### config.mk
export PLATFORM = sky130hd
export DESIGN_NAME = hibpr_top
export DESIGN_NICKNAME = d
export VERILOG_FILES = /design/src/pkg/hibpr_pkg.sv /design/src/rtl/hibpr_top.sv
export SDC_FILE = /design/constraint.sdc
export NUM_CORES = 2
export LEC_CHECK = 0
export ABC_CLOCK_PERIOD_IN_PS = 7450
export BUFFER_PORTS_ARGS = -buffer_cell sky130_fd_sc_hd__buf_2
export CAP_MARGIN = 20
export CORE_MARGIN = 5
export CORE_UTILIZATION = 40
export CTS_CLUSTER_SIZE = 10
export DETAILED_ROUTE_END_ITERATION = 10
export RECOVER_POWER = 25
export SLEW_MARGIN = 10
export SYNTH_ARGS = -nofsm -noshare
export SYNTH_HDL_FRONTEND = slang
export SYNTH_SLANG_ARGS = --single-unit
### constraint.sdc
create_clock -name core_clk_i -period 7.45 [get_ports core_clk_i]
set_input_delay 0.3725 -clock core_clk_i [delete_from_list [all_inputs] [get_ports core_clk_i]]
set_output_delay 0.3725 -clock core_clk_i [all_outputs]
set_load 0.01 [all_outputs]
### src/pkg/hibpr_pkg.sv
package hibpr_pkg;

  // ****************************************************************
  // Register offsets (byte addresses)
  // ****************************************************************
  localparam int unsigned ADDR_W        = 9;
  localparam logic [8:0]  OFS_COUNT     = 9'h000;
  localparam logic [8:0]  OFS_MATCH0    = 9'h004;
  localparam logic [8:0]  OFS_MATCH1    = 9'h008;
  localparam logic [8:0]  OFS_LOAD      = 9'h00c;
  localparam logic [8:0]  OFS_CTRL      = 9'h010;
  localparam logic [8:0]  OFS_MASK      = 9'h014;
  localparam logic [8:0]  OFS_RAW       = 9'h018;
  localparam logic [8:0]  OFS_MASKED    = 9'h01c;
  localparam logic [8:0]  OFS_CLEAR     = 9'h020;
  localparam logic [8:0]  OFS_TRIM      = 9'h024;
  localparam logic [8:0]  OFS_MEM_FIRST = 9'h030;
  localparam logic [8:0]  OFS_MEM_LAST  = 9'h12c;

  // ****************************************************************
  // Field positions and reset values
  // ****************************************************************
  localparam int unsigned CTL_FIXED_BIT = 31;
  localparam int unsigned EV_MATCH0     = 0;
  localparam int unsigned EV_MATCH1     = 1;
  localparam int unsigned EV_BATT       = 2;
  localparam int unsigned EV_PIN        = 3;
  localparam int unsigned EV_W          = 4;
  localparam logic [31:0] RST_COUNT     = 32'h0000_0000;
  localparam logic [31:0] RST_MATCH     = 32'hffff_ffff;
  localparam logic [31:0] RST_LOAD      = 32'hffff_ffff;
  localparam logic [15:0] RST_TRIM      = 16'h7fff;
  localparam logic [3:0]  RST_EVENTS    = 4'h0;

  // ****************************************************************
  // Timing counts
  // ****************************************************************
  localparam logic [15:0] PREDIV_NOMINAL = 16'h7fff;
  localparam logic [5:0]  TRIM_SLOT      = 6'h3f;
  localparam logic [6:0]  XTAL_DIV_LAST  = 7'h7f;
  localparam int unsigned MEM_WORDS      = 64;

  // ****************************************************************
  // Types
  // ****************************************************************
  typedef struct packed {
    logic batt_low_abort;
    logic osc_enable;
    logic battery_low_detect_enable;
    logic pin_resume_enable;
    logic match_resume_enable;
    logic osc_source_select;
    logic sleep_request;
    logic rtc_run_enable;
  } hibpr_ctl_type;

  typedef struct packed {
    logic pin;
    logic batt;
    logic match1;
    logic match0;
  } hibpr_event_type;

  typedef enum logic {
    HIBPR_AWAKE  = 1'b0,
    HIBPR_ASLEEP = 1'b1
  } hibpr_state_type;

endpackage : hibpr_pkg

### src/rtl/hibpr_top.sv
`timescale 1ns/10ps

// What this block does
// - Drive power-off output low to switch regulator off on hibernation.
// - Asleep, wake on enabled resume pin low or enabled seconds match.
// - On wake release power-off output; returning supply resets the chip.
// - Crystal source: divide the fast input by 128 to get reference.
// - Oscillator enable starts reference; source select 0 crystal, 1 direct.
// - With detect enabled, low backup supply sets the raw battery flag.
// - With abort also set, low battery refuses entry into hibernation.
// - Battery level is not evaluated while hibernating.
// - 32-bit seconds counter advances when the down predivider ends.
// - Trim value is the divide count one second in every 64.
// - Trim above nominal slows counting, below nominal speeds it up.
// - Two 32-bit match registers wake the system or raise events.
// - Counter runs only with run enable; load write replaces it anytime.
// - Counter keeps running whether awake or hibernating.
// - 64 retained 32-bit words, readable and writable.
// - Sleep request bit starts hibernation; host enables a wake source.
// - Pin and match wake have separate enables, alone or together.
// - Pin, match and battery events OR into one interrupt line.
// - Raw status shows all pending events regardless of mask.
// - Mask selects interrupt sources; clear register clears events.
// - System reset clears registers only when run and pin enables clear.
module hibpr_top
  import hibpr_pkg::*;
#(
  parameter int unsigned WORDS = MEM_WORDS
) (
  input  wire logic        core_clk_i,
  input  wire logic        nrst_i,
  input  wire logic        sys_rst_i,
  input  wire logic [8:0]  addr_i,
  input  wire logic [31:0] wdata_i,
  input  wire logic        wr_i,
  input  wire logic        rd_i,
  output logic      [31:0] rdata_o,
  input  wire logic        osc_clk_i,
  input  wire logic        resume_n_i,
  input  wire logic        batt_low_i,
  output logic             power_off_request_n_o,
  output logic             power_off_oe_o,
  output logic             irq_o
);

  // ****************************************************************
  // Address decoding helpers
  // ****************************************************************
  function automatic logic in_mem(input logic [8:0] a);
    in_mem = (a >= OFS_MEM_FIRST) && (a <= OFS_MEM_LAST) && (a[1:0] == 2'b00);
  endfunction : in_mem

  function automatic logic [5:0] mem_idx(input logic [8:0] a);
    logic [8:0] rel;
    rel     = a - OFS_MEM_FIRST;
    mem_idx = rel[7:2];
  endfunction : mem_idx

  // ****************************************************************
  // State
  // ****************************************************************
  hibpr_ctl_type   ctl_r;
  hibpr_state_type state_r, state_nxt;
  logic [31:0]     count_r, count_nxt;
  logic [31:0]     match0_r, match1_r, load_r;
  logic [15:0]     trim_r, prediv_r, prediv_nxt;
  logic [5:0]      slot_r;
  logic [6:0]      xdiv_r;
  logic [3:0]      raw_r, raw_nxt, mask_r, mask_nxt;
  logic            osc_q_r, resume_q_r;
  logic [31:0]     rdata_r;
  logic            pwr_n_r, pwr_oe_r, irq_r;
  logic [31:0]     mem_r [WORDS];

  // ****************************************************************
  // Register strobes
  // ****************************************************************
  wire logic ctl_wr   = wr_i && (addr_i == OFS_CTRL);
  wire logic load_wr  = wr_i && (addr_i == OFS_LOAD);
  wire logic m0_wr    = wr_i && (addr_i == OFS_MATCH0);
  wire logic m1_wr    = wr_i && (addr_i == OFS_MATCH1);
  wire logic trim_wr  = wr_i && (addr_i == OFS_TRIM);
  wire logic mask_wr  = wr_i && (addr_i == OFS_MASK);
  wire logic clr_wr   = wr_i && (addr_i == OFS_CLEAR);
  wire logic mem_wr   = wr_i && in_mem(addr_i);
  wire hibpr_ctl_type ctl_wdat = hibpr_ctl_type'(wdata_i[7:0]);

  // Registers survive a system reset unless nothing needs them
  wire logic soft_clr = sys_rst_i && !ctl_r.rtc_run_enable
                        && !ctl_r.pin_resume_enable;

  // ****************************************************************
  // Reference clock: direct or crystal divided by 128
  // ****************************************************************
  // Reference is sampled; the fast crystal sits well under core rate/2
  wire logic osc_rise = osc_clk_i && !osc_q_r && ctl_r.osc_enable;
  wire logic ref_tick = osc_rise && (ctl_r.osc_source_select ||
                        (xdiv_r == XTAL_DIV_LAST));

  // ****************************************************************
  // Predivider and seconds counter
  // ****************************************************************
  wire logic       run      = ctl_r.rtc_run_enable;
  wire logic       sec_tick = ref_tick && run && (prediv_r == 16'h0000);
  wire logic [5:0] slot_inc = slot_r + 6'h01;
  // Trim only sets the length of one second per 64; larger is slower
  wire logic [15:0] reload  = (slot_inc == TRIM_SLOT) ? trim_r
                                                      : PREDIV_NOMINAL;
  always_comb begin
    prediv_nxt = prediv_r;
    if (ref_tick && run) begin
      prediv_nxt = (prediv_r == 16'h0000) ? reload
                                          : prediv_r - 16'h0001;
    end
  end

  // Count advances regardless of sleep state
  always_comb begin
    count_nxt = count_r;
    if (load_wr) begin
      count_nxt = wdata_i;
    end else if (sec_tick) begin
      count_nxt = count_r + 32'h0000_0001;
    end
  end

  // ****************************************************************
  // Match compare
  // ****************************************************************
  wire logic cnt_moved = load_wr || sec_tick;
  wire logic m0_hit = cnt_moved && (count_nxt == match0_r);
  wire logic m1_hit = cnt_moved && (count_nxt == match1_r);

  // ****************************************************************
  // Hibernation sequencing
  // ****************************************************************
  wire logic batt_refuse = ctl_wdat.batt_low_abort
                           && ctl_wdat.battery_low_detect_enable
                           && batt_low_i;
  wire logic go_sleep = ctl_wr && ctl_wdat.sleep_request
                        && !batt_refuse;
  wire logic pin_wake = ctl_r.pin_resume_enable && !resume_n_i;
  wire logic rtc_wake = ctl_r.match_resume_enable
                        && (m0_hit || m1_hit);
  always_comb begin
    state_nxt = state_r;
    unique case (state_r)
      HIBPR_AWAKE: begin
        if (go_sleep) begin
          state_nxt = HIBPR_ASLEEP;
        end
      end
      HIBPR_ASLEEP: begin
        if (pin_wake || rtc_wake) begin
          state_nxt = HIBPR_AWAKE;
        end
      end
    endcase
  end

  // ****************************************************************
  // Events, mask and interrupt
  // ****************************************************************
  hibpr_event_type ev_set;
  always_comb begin
    ev_set.match0 = m0_hit;
    ev_set.match1 = m1_hit;
    // No battery sampling while power is cut
    ev_set.batt   = ctl_r.battery_low_detect_enable && batt_low_i
                    && (state_r == HIBPR_AWAKE);
    ev_set.pin    = resume_q_r && !resume_n_i;
  end
  // Set wins over a clear in the same cycle
  assign raw_nxt  = soft_clr ? RST_EVENTS
                  : (raw_r & ~(clr_wr ? wdata_i[3:0] : 4'h0))
                    | ev_set;
  assign mask_nxt = soft_clr ? RST_EVENTS
                  : (mask_wr ? wdata_i[3:0] : mask_r);

  // ****************************************************************
  // Read mux
  // ****************************************************************
  logic [31:0] rd_word;
  always_comb begin
    rd_word = 32'h0000_0000;
    if (in_mem(addr_i)) begin
      rd_word = mem_r[mem_idx(addr_i)];
    end else begin
      unique case (addr_i)
        OFS_COUNT:  rd_word = count_r;
        OFS_MATCH0: rd_word = match0_r;
        OFS_MATCH1: rd_word = match1_r;
        OFS_LOAD:   rd_word = load_r;
        OFS_CTRL: begin
          rd_word                = {24'h00_0000, ctl_r};
          rd_word[CTL_FIXED_BIT] = 1'b1;
        end
        OFS_MASK:   rd_word = {28'h000_0000, mask_r};
        OFS_RAW:    rd_word = {28'h000_0000, raw_r};
        OFS_MASKED: rd_word = {28'h000_0000, raw_r & mask_r};
        OFS_TRIM:   rd_word = {16'h0000, trim_r};
        default:    rd_word = 32'h0000_0000;
      endcase
    end
  end

  // ****************************************************************
  // Control and timekeeping registers
  // ****************************************************************
  always_ff @(posedge core_clk_i or negedge nrst_i) begin
    if (!nrst_i) begin
      ctl_r    <= '0;
      state_r  <= HIBPR_AWAKE;
      count_r  <= RST_COUNT;
      match0_r <= RST_MATCH;
      match1_r <= RST_MATCH;
      load_r   <= RST_LOAD;
      trim_r   <= RST_TRIM;
      prediv_r <= PREDIV_NOMINAL;
      slot_r   <= 6'h00;
      xdiv_r   <= 7'h00;
    end else if (soft_clr) begin
      ctl_r    <= '0;
      state_r  <= HIBPR_AWAKE;
      count_r  <= RST_COUNT;
      match0_r <= RST_MATCH;
      match1_r <= RST_MATCH;
      load_r   <= RST_LOAD;
      trim_r   <= RST_TRIM;
      prediv_r <= PREDIV_NOMINAL;
      slot_r   <= 6'h00;
      xdiv_r   <= 7'h00;
    end else begin
      if (ctl_wr) begin
        ctl_r <= ctl_wdat;
      end
      ctl_r.sleep_request <= (state_nxt == HIBPR_ASLEEP);
      state_r  <= state_nxt;
      count_r  <= count_nxt;
      prediv_r <= prediv_nxt;
      if (sec_tick) begin
        slot_r <= slot_inc;
      end
      if (osc_rise && !ctl_r.osc_source_select) begin
        xdiv_r <= xdiv_r + 7'h01;
      end
      if (m0_wr) match0_r <= wdata_i;
      if (m1_wr) match1_r <= wdata_i;
      if (load_wr) load_r <= wdata_i;
      if (trim_wr) trim_r <= wdata_i[15:0];
    end
  end

  // ****************************************************************
  // Status, pins and bus answer
  // ****************************************************************
  always_ff @(posedge core_clk_i or negedge nrst_i) begin
    if (!nrst_i) begin
      raw_r      <= RST_EVENTS;
      mask_r     <= RST_EVENTS;
      osc_q_r    <= 1'b0;
      resume_q_r <= 1'b1;
      rdata_r    <= 32'h0000_0000;
      pwr_n_r    <= 1'b1;
      pwr_oe_r   <= 1'b0;
      irq_r      <= 1'b0;
    end else begin
      raw_r      <= raw_nxt;
      mask_r     <= mask_nxt;
      osc_q_r    <= osc_clk_i;
      resume_q_r <= resume_n_i;
      rdata_r    <= rd_i ? rd_word : 32'h0000_0000;
      // A clearing system reset also lets the regulator back on
      pwr_n_r    <= soft_clr || (state_nxt != HIBPR_ASLEEP);
      pwr_oe_r   <= !soft_clr && (state_nxt == HIBPR_ASLEEP);
      irq_r      <= |(raw_nxt & mask_nxt);
    end
  end

  // Retained words: no reset, contents must outlive any reset
  always_ff @(posedge core_clk_i) begin
    if (mem_wr) begin
      mem_r[mem_idx(addr_i)] <= wdata_i;
    end
  end

  assign rdata_o               = rdata_r;
  assign power_off_request_n_o = pwr_n_r;
  assign power_off_oe_o        = pwr_oe_r;
  assign irq_o                 = irq_r;
endmodule : hibpr_top

# == Word-level counts from Yosys, hierarchy flattened ==
# Memory sizes are Yosys's and may differ from the RTL's.
# Cells that the tools add are included.
# W data, S select, Z words.
# totals
register_bits,227
ramBits,2048
inputBits,49
output_inout_bits,35
wordCells,141
memories,1
# mem_list
memory,words,width,rd,rd_clocked_by_memory_dff,wr,line,text
mem_r,64,32,1,0,1,hibpr_top.sv:73,logic [31:0] mem_r [WORDS];
# op_classes
addsub,5
order_cmp,2
n_eq_ne,13
mux,34
bitwise_logic,7
n_reduce_logical,54
# op_table
op,count
$mux W32,11
$pmux W32 S9,1
$mux W16,6
$eq A32 B32 Y1,2
$eq A9 B5 Y1 const B,4
$add A32 B1 Y32 const B,1
$logic_and A1 B1 Y1,30
$eq A9 B4 Y1 const B,2
$eq A9 B6 Y1 const B,2
$logic_not A16 Y1,1
$mux W4,4
$mux W8,2
$reduce_bool A2 Y1,8
$sub A16 B1 Y16 const B,1
$mux W7,2
$and A4 B4 Y4,3
$mux W6,2
$eq A9 B3 Y1 const B,1
$ge A9 B6 Y1 const B,1
$le A9 B9 Y1 const B,1
$logic_not A9 Y1,1
$sub A8 B6 Y8 const B,1
$add A7 B1 Y7 const B,1
$eq A7 B7 Y1 const B,1
other kinds (11),26

# == Logic depth before layout (Yosys ltp) ==
# depth
ltp_word,17
mapped_depth,20
ltp_nobuf,12

# == Worst setup path before layout ==
# No wires, ideal clock.
# synth_timing
path_type,input-to-reg
from,input addr_i[4]
to,"memory mem_r[11][0], enable pin"
setup_time_ps,421
arrival_time_ps,5269
required_time_ps,7029
slack_ps,1759
stages,15
n_path_buf,7
path_cell_list,clkbuf_1 > inv_1 > buf_2 > buf_2 > clkbuf_1 > clkbuf_1 > buf_2 > ha_1 > o21ai_0 > a211o_1 > a221o_1 > clkbuf_1 > nor3_1 > nand3_1 > nor2_1
# synth_between
elab_chain_cells,6
word_cells_on_any_way,8
cone_classes,1 x add/sub; 2 x order compare; 2 x mux; 3 x reduce/logical
# synth_rtl
element,line,text
from (decl),hibpr_top.sv:33,"input wire logic [8:0] addr_i,"
$ge A9 B6 Y1 or $le A9 B9 Y1 (tied branches),hibpr_top.sv:50,in_mem = (a >= OFS_MEM_FIRST) && (a <= OFS_MEM_LAST) && (a[1:0] == 2'b00);
$logic_and A1 B1 Y1 (2 in series),hibpr_top.sv:50,
$logic_and A1 B1 Y1,hibpr_top.sv:85,wire logic mem_wr = wr_i && in_mem(addr_i);
$mux W1,hibpr_top.sv:282,if (mem_wr) begin
$mux W1 (not written as such),hibpr_top.sv:283,mem_r[mem_idx(addr_i)] <= wdata_i;
to (decl),hibpr_top.sv:73,
# Parallel ways exist; a longest one is shown, timed or not.

# == Worst setup path after layout ==
# layout_timing
from,input wdata_i[28]
to,register ctl_r[1] in the netlist's numbering
# layout_between
elab_chain_cells,9
word_cells_on_any_way,11
cone_classes,2 x eq/ne; 4 x mux; 5 x reduce/logical
# layout_rtl
element,line,text
from (decl),hibpr_top.sv:34,"input wire logic [31:0] wdata_i,"
$mux W32 *,hibpr_top.sv:120,if (load_wr) begin
"$eq A32 B32 Y1, on equally long branches","hibpr_top.sv:131, hibpr_top.sv:132",
"$logic_and A1 B1 Y1, on equally long branches","hibpr_top.sv:131, hibpr_top.sv:132",
$logic_or A1 B1 Y1 *,hibpr_top.sv:144,&& (m0_hit || m1_hit);
$logic_and A1 B1 Y1 *,hibpr_top.sv:144,
$logic_or A1 B1 Y1 *,hibpr_top.sv:154,if (pin_wake || rtc_wake) begin
$mux W1 *,hibpr_top.sv:154,
$pmux W1 S2 *,hibpr_top.sv:147,unique case (state_r)
$mux W8 *,hibpr_top.sv:222,end else if (soft_clr) begin
to (signal assigned),hibpr_top.sv:235,ctl_r <= ctl_wdat;
to (decl),hibpr_top.sv:62,hibpr_ctl_type ctl_r;
# Every way passes the cells marked *; elsewhere a longest branch is shown, timed or not.
# A chain may end at the register's enable or synchronous reset.

==> flow_summary.yaml <==
drt:
  viasPerCell: 6.19
  antenna_left: 0
  first_pass_iters: 8
  drt_iter0_drc: 7050
  drc: 0
  wl_um: 286000
  num_vias: 50800
  avgRoutedWirePerCell_um: 34.9
outcome:
  status: "finished, violations left"
  violations: "capacitance limit, slew limit"
clocking:
  clock_sinks: 2273
  cts_tree: "done"
  clk_path_buf_depth: 4
  root_buffer: "clkbuf_16"
  cts_made_buffers: 282
  postCtsSetupBuffers: 0
  cts_resized: 0
  htreeDepth: 5
  clk_pin_slew_worst_paths_ns: 0.06
  hold_buffers: 21
  clk_latency_ns: 0.94
grt:
  grt_pass1_vias: 49900
  grt_use_total: 0.237
  overflow: 0
  grt_max_degree: 126
  grt_pass1_wl_um: 400000
  antenna_found_initial: 26
critical_path:
  start_kind: "primary input"
  reg2regPathDepth: 10
  r2r_slack_ns: 2.63
  reg2reg_from: "count_r[4]"
  crit_fanout: 65
  r2r-end: "ctl_r[1]"
  end_kind: "flop"
  path_class: "primary input to flop"
  crit_arrival_ns: 6.59
  worstPathRequired_ns: 8.27
power:
  ir_drop_mv: 0.273
  power.leakage_nw: 33.4
  p_per_area_nw_per_um2: 261
  power_mw: 27.4
synthesis:
  synth_seq_area_share: 0.731
  yosys.area.top_type_share: 0.668
  synth.most_common_cell: "edfxtp_1"
  syn-num-nets: 4897
  async_reset_ff_frac: 0.0990
  ys_ff_latch: 2273
  synthCells: 4838
  synth_area_per_cell_um2: 19.0
  synth.top_cells.by_count: "edfxtp_1, mux4_2, nor2_1"
  yosys-top-cells-area: "edfxtp_1, mux4_2, dfstp_2"
  syn_area_um2: 92100
  synth_top_flop_cell: "edfxtp_1"
  synth_area_leader_cell: "edfxtp_1"
  synth_cell_types: 87
  synth_edf_count: 2048
  ys_warn_count: 0
sta:
  tns_ns: 0
  slew_headroom: -1.69
  fin_crit_ns: 5.77
  holdWs_ns: 0.0545
  tightest_slew_ns: 4.03
  timing.fmax_mhz: 173
  rsz0062_at_grt: "false"
  hold_violations: 0
  finClkSkew_ns: 0.0728
  final-setup-viol-count: 0
  setup_ws_ns: 1.68
  fin_crit_sh: 0.775
  report.final.slew_viol_count: 936
placed_design:
  globalplace.congestion: 1.02
  dp.cells: 7817
  preCtsSetupSlack_ns: 1.80
  dpl.hpwl_um: 181000
  io_buffers: 83
  placed_cell_area_um2: 97300
die:
  chipWidth_um: 490
  die_h_um: 490
  initial_core_util: 0.401
  die-area_um2: 240000
  row_count: 176
  design.portCount: 84
  core_area_um2: 229000
final_layout:
  fin_cells: 8201
  seq_area_um2: 67300
  drive_gt1_frac: 0.269
  fin_util: 0.458
  area_delta_synth_final_pct: 14.0
  fin_area_um2: 105000
  fin_nets: 5157
  multi_input_area_um2: 23900
  fillCellCount: 19300
min_path:
  hold_path.class: "primary input to asynchronous set/reset pin"
run:
  drv_cap: 24
[report_power, final]
part	switching (mW)	leakage, nW	internal, mW	total (mW)
logic	1.11	8.66	0.501	1.61
clock network	4.85	3.69	6.97	11.8
registers	0.0151	21.1	14.0	14.0
total	5.97	33.4	21.4	27.4
[logic make-up after synthesis]
group | after synthesis | share of synthesized area
AOI/OAI and AO/OA | 464 | 0.0357
xor gates and xnor gates | 109 | 0.0104
adders and majority gates | 10 | 0.00136
buffers and inverters | 356 | 0.0155
DFF | 2273 | 0.731
muxes | 668 | 0.156
and+or+nand+nor | 958 | 0.0498
[worst max-delay path, cell delays in order]
cell and delay (ns):
buf_2 0.07, clkbuf_1 2.45, inv_1 1.13, a2111oi_0 0.83
a2bb2oi_1 0.26, nand4_1 0.12, a211oi_1 0.18, nand4_1 0.15
nor4_2 0.47, a22oi_1 0.23, o21a_1 0.25
[cell usage in the layout, fill, tap and decap left out, types with 59 or more instances in the layout]
cell type  instances
edfxtp_1        2048
mux4_2           614
clkbuf_16        289
nand2_1          275
nor2_1           262
buf_4            136
dfstp_2          128
nand3_1          100
clkbuf_1          98
dfrtp_1           97
a21oi_1           67
o21ai_0           66
nor2_4            64
xor2_1            61
buf_2             59
[area by class of cell]
class,count,share of cell area
Antenna cell,7,0.000167
Clock buffer,343,0.0711
Clock inverter,11,0.000977
Inverter,43,0.00161
Multi-Input combinational cell,2209,0.228
Sequential cell,2273,0.641
Tap cell,3026,0.0361
Timing Repair Buffer,289,0.0212
[worst max-delay path by stage]
stage / startpoint / end / slack, ns / cells past startpoint
6_report: wdata_i[28] / ctl_r[1] / 1.68 / 11
4_1_cts: addr_i[3] / rdata_o[21] / 2.81 / 11
3_5_place_dp: addr_i[3] / rdata_o[21] / 1.80 / 11
3_3_place_gp: addr_i[3] / rdata_o[21] / 1.85 / 11
5_1_grt: wdata_i[11] / ctl_r[1] / 1.44 / 12
2_1_floorplan: addr_i[4] / mem_r[11][0] / 1.76 / 15
[state kept, by name (all words and copies together) (netlist names)]
signal	count
power_off_request_n_o	1
slot_r	6
ctl_r	7
prediv_r	16
rdata_o	32
mem_r	2048
match1_r	32
trim_r	16
raw_r	4
mask_r	4
osc_q_r	1
count_r	32
xdiv_r	7
irq_o	1
resume_q_r	1
load_r	32
run	1
match0_r	32
[metal layers]
metal / global-route usage / routed length [um] / part of all wire / vias up
met2: 0.357 / 129000 / 0.45 / 2884
li1: - / - / - / 20200
met3: 0.0604 / 29100 / 0.10 / 627
met1: 0.331 / 114000 / 0.40 / 27000
met5: 0 / 34 / 0.00012 / -
met4: 0.100 / 14100 / 0.049 / 6
No activity file was read; power rests on OpenSTA's default activity.
